File: src/pkg/pnl_regs.svh
// Register offsets, field positions and reset values of the panel output control block.
`ifndef PNL_REGS_SVH
`define PNL_REGS_SVH

`define PNL_OFS_MISC 8'h00
`define PNL_OFS_SYNC_ADJ 8'h04
`define PNL_OFS_EXT 8'h08
`define PNL_OFS_BUS_PWR 8'h0c
`define PNL_OFS_PANEL_CFG 8'h10
`define PNL_OFS_MISC_OUT 8'h14
`define PNL_OFS_STATUS 8'h18

`define PNL_RST_MISC 8'h00
`define PNL_RST_SYNC_ADJ 8'h00
`define PNL_RST_EXT 8'h00
`define PNL_RST_BUS_PWR 8'h00
`define PNL_RST_PANEL_CFG 8'h00
`define PNL_RST_MISC_OUT 8'h00

`define PNL_MISC_DAC_OFF 7
`define PNL_MISC_REVERSE 4

`define PNL_EXT_IO_EXT 4
`define PNL_EXT_TEXT_ONLY 3
`define PNL_EXT_SYNC_MUX 2
`define PNL_EXT_FP_INV 1
`define PNL_EXT_LP_INV 0

`define PNL_ADJ_DLY_MSB 7
`define PNL_ADJ_DLY_B1 1
`define PNL_ADJ_DLY_B0 0

`define PNL_PWR_MEMCS_TRI 5

`define PNL_MOUT_VSYNC_NEG 7
`define PNL_MOUT_HSYNC_NEG 6

`define PNL_CFG_MODE_LO 0
`define PNL_CFG_MODE_HI 1
`define PNL_CFG_TFT 2
`define PNL_CFG_STN_COLOR 3
`define PNL_CFG_MONO 4
`define PNL_CFG_LP_VBLANK 5
`define PNL_CFG_VEXP 6
`define PNL_CFG_SW_PWRDN 7

`define PNL_DLY_TAPS 7

`endif

File: src/pkg/pnl_pkg.sv
// Types shared by the panel output control modules.
package pnl_pkg;
	typedef logic [7:0] pnl_byte_t;
	typedef logic [2:0] pnl_dly_t;
	typedef logic [3:0] pnl_nib_t;
	typedef enum logic [1:0] {
		PNL_MODE_CRT,
		PNL_MODE_PANEL,
		PNL_MODE_SIMUL,
		PNL_MODE_RSVD
	} pnl_mode_t;
endpackage : pnl_pkg

File: src/pkg/pnl_dly_if.sv
// Link between the control logic and the horizontal sync delay line.
`timescale 1ns/100ps
`default_nettype none
interface pnl_dly_if;
	logic video_clock_en;
	logic sync_in;
	logic [2:0] delay;
	logic sync_out;
	modport ctl (output video_clock_en, output sync_in, output delay, input sync_out);
	modport dly (input video_clock_en, input sync_in, input delay, output sync_out);
endinterface : pnl_dly_if
`default_nettype wire

File: src/rtl/pnl_output_control.sv
// Panel and CRT output control with its AHB-Lite register slave.
// Operation
// - DAC off while misc bit 7 set.
// - Extension bit 4 selects extended I/O cycle.
// - Reverse video on mono panels: both, text only, none.
// - Display select high only for CRT-only.
// - Simultaneous display keeps expansion and centering.
// - Extension bit 2 puts CRT sync on direction pins.
// - TFT enabled forces active-low CRT syncs.
// - Extension bit 1 inverts frame pulse.
// - Extension bit 0 inverts line pulse.
// - Horizontal sync delayed zero to seven video clocks.
// - Dither clock stopped when dithering unneeded.
// - Panel data low in reset and power-down.
// - MEMCS16 released on pin power-down with bus bit 5.
// - Line pulses in vertical blanking selectable, all panels.
// - STN colour panels get 4K colour path.
`timescale 1ns/100ps
`default_nettype none
`include "pnl_regs.svh"
module pnl_output_control (
	// Clock and reset.
	input wire logic hclk,
	input wire logic hresetn,
	// AHB-Lite slave.
	input wire logic hsel,
	input wire logic [7:0] haddr,
	input wire logic [1:0] htrans,
	input wire logic hwrite,
	input wire logic [2:0] hsize,
	input wire logic [31:0] hwdata,
	input wire logic hready,
	output logic hreadyout,
	output logic hresp,
	output logic [31:0] hrdata,
	// Video timing and data from the display core, plus direction, MEMCS16 and power-down inputs.
	input wire logic video_clock,
	input wire logic crt_hsync_in,
	input wire logic crt_vsync_in,
	input wire logic frame_pulse_in,
	input wire logic line_pulse_in,
	input wire logic vblank_in,
	input wire logic text_mode_in,
	input wire pnl_pkg::pnl_nib_t upper_data_in,
	input wire pnl_pkg::pnl_nib_t lower_data_in,
	input wire logic low_dir_in,
	input wire logic high_dir_in,
	input wire logic memcs16_in,
	input wire logic power_down_n_input,
	// Panel and CRT pins.
	output pnl_pkg::pnl_nib_t upper_panel_data,
	output pnl_pkg::pnl_nib_t lower_panel_data,
	output logic frame_pulse,
	output logic line_pulse,
	output logic crt_hsync,
	output logic crt_vsync,
	output logic low_byte_direction,
	output logic high_byte_direction,
	output logic display_select_out,
	output logic memcs16_o,
	output logic memcs16_oe_n,
	// Control to the rest of the chip.
	output logic dac_shutdown,
	output logic io_cycle_ext,
	output logic dither_clk_en,
	output logic color_4k_mode,
	output logic vexp_center_en,
	output logic panel_enable,
	output logic crt_enable
);
	import pnl_pkg::*;

	pnl_dly_if dly_link ();

	// Register group.
	pnl_byte_t misc_r, misc_nxt;
	pnl_byte_t adj_r, adj_nxt;
	pnl_byte_t ext_r, ext_nxt;
	pnl_byte_t pwr_r, pwr_nxt;
	pnl_byte_t cfg_r, cfg_nxt;
	pnl_byte_t mout_r, mout_nxt;
	logic wr_pend_r, wr_pend_nxt;
	logic [7:0] wr_addr_r, wr_addr_nxt;
	logic [31:0] rdata_r, rdata_nxt;
	logic addr_phase;

	// Retimed configuration, updated on video clock enables.
	pnl_byte_t ext_v_r, ext_v_nxt;
	pnl_byte_t adj_v_r, adj_v_nxt;
	pnl_byte_t mout_v_r, mout_v_nxt;
	pnl_byte_t cfg_v_r, cfg_v_nxt;
	pnl_byte_t misc_v_r, misc_v_nxt;

	// Output group.
	pnl_nib_t upd_r, upd_nxt;
	pnl_nib_t lpd_r, lpd_nxt;
	logic fp_r, fp_nxt;
	logic lp_r, lp_nxt;
	logic hs_r, hs_nxt;
	logic vs_r, vs_nxt;
	logic lbd_r, lbd_nxt;
	logic hbd_r, hbd_nxt;
	logic dsel_r, dsel_nxt;
	logic mcs_r, mcs_nxt;
	logic mcs_oe_n_r, mcs_oe_n_nxt;

	pnl_mode_t mode_v;
	logic powered_down;
	logic reverse_now;
	logic hsync_pol;
	logic vsync_pol;
	logic panel_on;
	logic crt_on;

	assign addr_phase = hsel && htrans[1] && hready;
	assign hreadyout = 1'b1;
	assign hresp = 1'b0;
	assign hrdata = rdata_r;

	always_comb begin
		misc_nxt = misc_r;
		adj_nxt = adj_r;
		ext_nxt = ext_r;
		pwr_nxt = pwr_r;
		cfg_nxt = cfg_r;
		mout_nxt = mout_r;
		wr_pend_nxt = addr_phase && hwrite;
		wr_addr_nxt = addr_phase ? haddr : wr_addr_r;
		rdata_nxt = rdata_r;
		if (wr_pend_r) begin
			if (wr_addr_r == `PNL_OFS_MISC) begin
				misc_nxt = hwdata[7:0];
			end else if (wr_addr_r == `PNL_OFS_SYNC_ADJ) begin
				adj_nxt = hwdata[7:0];
			end else if (wr_addr_r == `PNL_OFS_EXT) begin
				ext_nxt = hwdata[7:0];
			end else if (wr_addr_r == `PNL_OFS_BUS_PWR) begin
				pwr_nxt = hwdata[7:0];
			end else if (wr_addr_r == `PNL_OFS_PANEL_CFG) begin
				cfg_nxt = hwdata[7:0];
			end else if (wr_addr_r == `PNL_OFS_MISC_OUT) begin
				mout_nxt = hwdata[7:0];
			end
		end
		if (addr_phase && !hwrite) begin
			if (haddr == `PNL_OFS_MISC) begin
				rdata_nxt = {24'h000000, misc_r};
			end else if (haddr == `PNL_OFS_SYNC_ADJ) begin
				rdata_nxt = {24'h000000, adj_r};
			end else if (haddr == `PNL_OFS_EXT) begin
				rdata_nxt = {24'h000000, ext_r};
			end else if (haddr == `PNL_OFS_BUS_PWR) begin
				rdata_nxt = {24'h000000, pwr_r};
			end else if (haddr == `PNL_OFS_PANEL_CFG) begin
				rdata_nxt = {24'h000000, cfg_r};
			end else if (haddr == `PNL_OFS_MISC_OUT) begin
				rdata_nxt = {24'h000000, mout_r};
			end else if (haddr == `PNL_OFS_STATUS) begin
				rdata_nxt = {24'h000000, powered_down, mcs_oe_n_r, dsel_r, lbd_r, hbd_r,
					hs_r, vs_r, reverse_now};
			end else begin
				rdata_nxt = 32'h00000000;
			end
		end
	end

	always_ff @(posedge hclk or negedge hresetn) begin
		if (!hresetn) begin
			misc_r <= `PNL_RST_MISC;
			adj_r <= `PNL_RST_SYNC_ADJ;
			ext_r <= `PNL_RST_EXT;
			pwr_r <= `PNL_RST_BUS_PWR;
			cfg_r <= `PNL_RST_PANEL_CFG;
			mout_r <= `PNL_RST_MISC_OUT;
			wr_pend_r <= 1'b0;
			wr_addr_r <= 8'h00;
			rdata_r <= 32'h00000000;
		end else begin
			misc_r <= misc_nxt;
			adj_r <= adj_nxt;
			ext_r <= ext_nxt;
			pwr_r <= pwr_nxt;
			cfg_r <= cfg_nxt;
			mout_r <= mout_nxt;
			wr_pend_r <= wr_pend_nxt;
			wr_addr_r <= wr_addr_nxt;
			rdata_r <= rdata_nxt;
		end
	end

	always_comb begin
		ext_v_nxt = ext_v_r;
		adj_v_nxt = adj_v_r;
		mout_v_nxt = mout_v_r;
		cfg_v_nxt = cfg_v_r;
		misc_v_nxt = misc_v_r;
		if (video_clock) begin
			ext_v_nxt = ext_r;
			adj_v_nxt = adj_r;
			mout_v_nxt = mout_r;
			cfg_v_nxt = cfg_r;
			misc_v_nxt = misc_r;
		end
	end

	always_ff @(posedge hclk or negedge hresetn) begin
		if (!hresetn) begin
			ext_v_r <= `PNL_RST_EXT;
			adj_v_r <= `PNL_RST_SYNC_ADJ;
			mout_v_r <= `PNL_RST_MISC_OUT;
			cfg_v_r <= `PNL_RST_PANEL_CFG;
			misc_v_r <= `PNL_RST_MISC;
		end else begin
			ext_v_r <= ext_v_nxt;
			adj_v_r <= adj_v_nxt;
			mout_v_r <= mout_v_nxt;
			cfg_v_r <= cfg_v_nxt;
			misc_v_r <= misc_v_nxt;
		end
	end

	assign mode_v = pnl_mode_t'(cfg_v_r[`PNL_CFG_MODE_HI:`PNL_CFG_MODE_LO]);
	assign powered_down = !power_down_n_input || cfg_r[`PNL_CFG_SW_PWRDN];
	assign panel_on = (mode_v == PNL_MODE_PANEL) || (mode_v == PNL_MODE_SIMUL);
	assign crt_on = (mode_v == PNL_MODE_CRT) || (mode_v == PNL_MODE_SIMUL);
	assign panel_enable = panel_on;
	assign crt_enable = crt_on;
	assign vexp_center_en = panel_on && cfg_v_r[`PNL_CFG_VEXP];

	assign dac_shutdown = misc_r[`PNL_MISC_DAC_OFF];
	assign io_cycle_ext = ext_r[`PNL_EXT_IO_EXT];
	assign dither_clk_en = video_clock && panel_on && !powered_down
		&& cfg_v_r[`PNL_CFG_STN_COLOR];
	assign color_4k_mode = panel_on && cfg_v_r[`PNL_CFG_STN_COLOR];

	assign reverse_now = cfg_v_r[`PNL_CFG_MONO] && misc_v_r[`PNL_MISC_REVERSE]
		&& (text_mode_in || !ext_v_r[`PNL_EXT_TEXT_ONLY]);

	assign hsync_pol = cfg_v_r[`PNL_CFG_TFT] || mout_v_r[`PNL_MOUT_HSYNC_NEG];
	assign vsync_pol = cfg_v_r[`PNL_CFG_TFT] || mout_v_r[`PNL_MOUT_VSYNC_NEG];

	assign dly_link.video_clock_en = video_clock;
	assign dly_link.sync_in = crt_hsync_in;
	assign dly_link.delay = {adj_v_r[`PNL_ADJ_DLY_MSB], adj_v_r[`PNL_ADJ_DLY_B1],
		adj_v_r[`PNL_ADJ_DLY_B0]};

	pnl_hsync_delay u_dly (
		.hclk(hclk),
		.hresetn(hresetn),
		.dl(dly_link.dly)
	);

	always_comb begin
		upd_nxt = upd_r;
		lpd_nxt = lpd_r;
		fp_nxt = fp_r;
		lp_nxt = lp_r;
		hs_nxt = hs_r;
		vs_nxt = vs_r;
		if (video_clock) begin
			upd_nxt = upper_data_in ^ {4{reverse_now}};
			lpd_nxt = lower_data_in ^ {4{reverse_now}};
			fp_nxt = frame_pulse_in ^ ext_v_r[`PNL_EXT_FP_INV];
			lp_nxt = (line_pulse_in && (!vblank_in || cfg_v_r[`PNL_CFG_LP_VBLANK]))
				^ ext_v_r[`PNL_EXT_LP_INV];
			hs_nxt = dly_link.sync_out ^ hsync_pol;
			vs_nxt = crt_vsync_in ^ vsync_pol;
		end
		if (powered_down) begin
			upd_nxt = 4'h0;
			lpd_nxt = 4'h0;
		end
		if (ext_v_r[`PNL_EXT_SYNC_MUX]) begin
			lbd_nxt = vs_nxt;
			hbd_nxt = hs_nxt;
		end else begin
			lbd_nxt = low_dir_in;
			hbd_nxt = high_dir_in;
		end
		dsel_nxt = (mode_v == PNL_MODE_CRT);
		mcs_oe_n_nxt = !power_down_n_input && pwr_r[`PNL_PWR_MEMCS_TRI];
		mcs_nxt = memcs16_in;
	end

	always_ff @(posedge hclk or negedge hresetn) begin
		if (!hresetn) begin
			upd_r <= 4'h0;
			lpd_r <= 4'h0;
			fp_r <= 1'b0;
			lp_r <= 1'b0;
			hs_r <= 1'b0;
			vs_r <= 1'b0;
			lbd_r <= 1'b0;
			hbd_r <= 1'b0;
			dsel_r <= 1'b1;
			mcs_r <= 1'b0;
			mcs_oe_n_r <= 1'b0;
		end else begin
			upd_r <= upd_nxt;
			lpd_r <= lpd_nxt;
			fp_r <= fp_nxt;
			lp_r <= lp_nxt;
			hs_r <= hs_nxt;
			vs_r <= vs_nxt;
			lbd_r <= lbd_nxt;
			hbd_r <= hbd_nxt;
			dsel_r <= dsel_nxt;
			mcs_r <= mcs_nxt;
			mcs_oe_n_r <= mcs_oe_n_nxt;
		end
	end

	assign upper_panel_data = upd_r;
	assign lower_panel_data = lpd_r;
	assign frame_pulse = fp_r;
	assign line_pulse = lp_r;
	assign crt_hsync = hs_r;
	assign crt_vsync = vs_r;
	assign low_byte_direction = lbd_r;
	assign high_byte_direction = hbd_r;
	assign display_select_out = dsel_r;
	assign memcs16_o = mcs_r;
	assign memcs16_oe_n = mcs_oe_n_r;
endmodule : pnl_output_control
`default_nettype wire

File: src/rtl/pnl_hsync_delay.sv
// Delay line that holds back horizontal sync by zero to seven video clocks.
`timescale 1ns/100ps
`default_nettype none
`include "pnl_regs.svh"
module pnl_hsync_delay (
	// Clock and reset.
	input wire logic hclk,
	input wire logic hresetn,
	// Delay link.
	pnl_dly_if.dly dl
);
	import pnl_pkg::*;

	logic [`PNL_DLY_TAPS-1:0] tap_r;
	logic [`PNL_DLY_TAPS-1:0] tap_nxt;

	always_comb begin
		tap_nxt = tap_r;
		if (dl.video_clock_en) begin
			tap_nxt = {tap_r[`PNL_DLY_TAPS-2:0], dl.sync_in};
		end
	end

	always_ff @(posedge hclk or negedge hresetn) begin
		if (!hresetn) begin
			tap_r <= '0;
		end else begin
			tap_r <= tap_nxt;
		end
	end

	always_comb begin
		if (dl.delay == 3'h0) begin
			dl.sync_out = dl.sync_in;
		end else begin
			dl.sync_out = tap_r[dl.delay - 3'h1];
		end
	end
endmodule : pnl_hsync_delay
`default_nettype wire

File: config.mk
export PLATFORM = sky130hd
export DESIGN_NAME = pnl_output_control
export DESIGN_NICKNAME = d
export VERILOG_FILES = /design/src/pkg/pnl_pkg.sv /design/src/pkg/pnl_dly_if.sv /design/src/rtl/pnl_output_control.sv /design/src/rtl/pnl_hsync_delay.sv
export VERILOG_INCLUDE_DIRS = /design/src /design/src/pkg
export SDC_FILE = /design/constraint.sdc
export NUM_CORES = 1
export LEC_CHECK = 0
export BUFFER_PORTS_ARGS = -buffer_cell sky130_fd_sc_hd__buf_2
export CORE_MARGIN = 5
export CORE_UTILIZATION = 50
export CTS_CLUSTER_DIAMETER = 200
export DETAILED_ROUTE_END_ITERATION = 12
export GPL_ROUTABILITY_DRIVEN = 0
export GPL_TIMING_DRIVEN = 0
export PLACE_DENSITY = 0.87
export SYNTH_ARGS = -nofsm -noshare
export SYNTH_HDL_FRONTEND = slang
export SYNTH_SLANG_ARGS = --single-unit
File: constraint.sdc
create_clock -name hclk -period 2.55 [get_ports hclk]
set_clock_uncertainty 0.05 [all_clocks]
set_input_delay 0 -clock hclk [delete_from_list [all_inputs] [get_ports hclk]]
set_output_delay 0 -clock hclk [all_outputs]
set_load 0.02 [all_outputs]
==> flow_metrics.env <==
export IMPL_antenna_found_initial=0
export IMPL_hold_start="vblank_in"
export IMPL_synth_edf_count=0
export IMPL_tightest_slew_ps=1210
export IMPL_finalSetupViolCount=0
export IMPL_drv_cap=0
export IMPL_post_cts_buffers=0
export IMPL_numCtsBuffers=9
export IMPL_htreeDepth=3
export IMPL_first_pass_iters=4
export IMPL_ys_top_cells_by_count="dfrtp_1, mux2_2, nor2_1"
export IMPL_drive_above_1_share=0.341
export IMPL_finalHoldViolations=0
export IMPL_num_vias=3903
export IMPL_min_period_ps=2200
export IMPL_multi_input_area_um2=2150
export IMPL_cp_start_kind="primary input"
export IMPL_worst_path_max_fanout=8
export IMPL_gr_total_overflow=0
export IMPL_antenna_left=0
export IMPL_cts_buffer_depth=2
export IMPL_grt_max_degree=73
export IMPL_root_buffer="clkbuf_8"
export IMPL_track_usage=0.220
export IMPL_dp_hpwl_um=9050
export IMPL_synth_top_area_frac=0.522
export IMPL_synth_ff_type="dfrtp_1"
export IMPL_vias_per_cell=5.38
export IMPL_critPathLaunch="haddr[1]"
export IMPL_slew_viol_final=0
export IMPL_r2r_end="ext_r[5]"
export IMPL_rr_startpoint="wr_addr_r[5]"
export IMPL_synth_seq_cells=106
export IMPL_finalNetCount=660
export IMPL_whs_path_depth=5
export IMPL_fmax_mhz=455
export IMPL_path_class="in -> reg"
export IMPL_wl_met3_um=971
export IMPL_yosys_area_top_type="dfrtp_1"
export IMPL_netlist_top_cells_area="dfrtp_1, mux2_2, buf_4"
export IMPL_syn2layout_area_growth_pct=23.6
export IMPL_die_y_um=110
export IMPL_wl_met2_um=6210
export IMPL_seq_area_frac_synth=0.527
export IMPL_fin_util=0.634
export IMPL_numPortBuffers=72
export IMPL_dieArea_um2=12200
export IMPL_regArea_um2=2650
export IMPL_yosysMostFrequentCell="dfrtp_1"
export IMPL_first_iter_violations=219
export IMPL_row_count=36
export IMPL_ys_types=48
export IMPL_rrSetupSlack_ps=390
export IMPL_critPathRequiredTime_ps=2730
export IMPL_wirelength_met1_um=5140
export IMPL_period_share=0.862
export IMPL_async_flop_share=1.00
export IMPL_core_um2=9820
export IMPL_peakVddDrop_v=0.000384
export IMPL_min_delay_worst_endpoint="line_pulse"
export IMPL_ys_warn_count=0
export IMPL_relSlewSlack=0.192
export IMPL_avgSynthCellArea_um2=11.3
export IMPL_fp_dieW_um=110
export IMPL_synthCells=445
export IMPL_num_antenna_cells=0
export IMPL_cts_sinks=106
export IMPL_p_leak_uw=0.00291
export IMPL_insertion_delay_ps=380
export IMPL_worst_r2r_cell_count=5
export IMPL_routed_wl_um=12600
export IMPL_synth_area_um2=5030
export IMPL_top_layer_used="met4"
export IMPL_grt_pass1_wl_um=20400
export IMPL_fill_cells=778
export IMPL_grt_setup_unrepaired="false"
export IMPL_start_util=0.513
export IMPL_cp_end_kind="flip-flop"
export IMPL_grt_pass1_vias=4045
export IMPL_hold_path_class="in -> reg"
export IMPL_cts_tree="done"
export IMPL_status="complete, no violations"
export IMPL_tns_ps=0
export IMPL_clk_pin_slew_ps=110
export IMPL_io_pins=127
export IMPL_p_per_area_nw_per_um2=588
export IMPL_wl_per_cell_um=17.4
export IMPL_critPathArrivalTime_ps=2380
export IMPL_drc_errors=0
-- timing repair --
action                                  CTS  global route
hold buffers                             34             0
gates resized for setup                   0             2
endpoints found under the setup margin    0            13
endpoints found under the hold margin   179             0
-- worst max-delay path, cell delays in order --
cell and delay (ps):
dlygate4sd3_1 530, buf_2 160, or4_1 510, clkbuf_1 230, or2_1 390, or3_1 360, o21ai_0 110, a31oi_1 80
-- area by class of cell --
cell class / count / share of cell area
multi-input cells: 301 / 0.345
inverters: 17 / 0.0103
plain buffers: 45 / 0.0436
well taps: 133 / 0.0267
clock inverters: 5 / 0.00744
repair buffers: 107 / 0.117
flip-flops and latches: 106 / 0.427
clock buffers: 11 / 0.0227
-- cells in the final DEF, fill, tap and decap left out, types with 2 or more instances in the layout --
cell type        n
nand4b_1         2
nor2b_1          5
o21ai_1          5
and3_1           2
o22ai_1          3
nand2b_1         6
mux2i_1          2
mux2_2          76
dlygate4sd3_1   34
o211ai_1         2
buf_4           27
a31oi_1          7
a21oi_1         13
o21ai_0         31
and2_1           2
nor2_1          33
xnor2_1          4
nand2_1         24
ha_1             4
clkbuf_1        15
xor2_1           9
nand3_1          3
dfrtp_1        105
conb_1          26
buf_2           74
a211oi_1         8
clkinv_4         3
clkbuf_8        10
nor4b_2          2
or3_1            9
inv_1           17
nand4_1          2
a2111oi_0        6
-- worst max-delay path by stage --
stage | endpoint | slack, ps | cells after the start
final | hrdata[2] | 350 | 8
after global routing | hrdata[3] | 180 | 7
after CTS | hrdata[2] | 60 | 7
after detailed placement | hrdata[2] | 250 | 6
after global placement | hrdata[6] | 320 | 6
after floorplan | ext_r[0] | 650 | 5
-- metal layers --
metal / global-route usage / vias up
met2: 0.371 / 174
met1: 0.281 / 1910
met5: 0 / -
met3: 0.0332 / 23
met4: 0.0967 / 0
li1: - / 1796
-- per-stage QoR --
stage	cells	hold slack [ps]	worst slack, ps	power [µW]	area, µm²
global placement	674	59.6	318	2580	5650
floorplan	469	-346	655	2370	5120
global route	725	74.7	178	3820	6220
finish	725	39.5	352	3660	6220
detailed placement	675	-70.3	246	2630	5680
CTS	725	13.8	60.8	3660	6210
-- state kept, by name (all words and copies together) (netlist names), 2 cells and up --
signal            count
adj_r                 8
cfg_r                 8
ext_r                 8
hrdata                8
misc_r                8
mout_r                8
pwr_r                 8
wr_addr_r             8
cfg_v_r               7
u_dly.tap_r           7
ext_v_r               4
lower_panel_data      4
upper_panel_data      4
adj_v_r               3
mout_v_r              2
-- power by group --
part	switching, µW	internal (µW)	leakage (µW)
Sequential	118	1840	0.00132
Combinational	376	313	0.00149
Clock	607	399	0.0000960
-- cells by family (layout without fill, tap and decap cells) --
kind of cell	count (synthesis)	count (layout)	synth area share
and+or+nand+nor	99	99	0.0989
muxes	79	79	0.178
adders and majority gates	4	4	0.00994
xor gates and xnor gates	13	13	0.0226
AOI/OAI and AO/OA	80	80	0.0949
DFF	106	106	0.527
other	2	26	0.00149
buffers and inverters	62	185	0.0666
(Power assumes the default switching activity.)
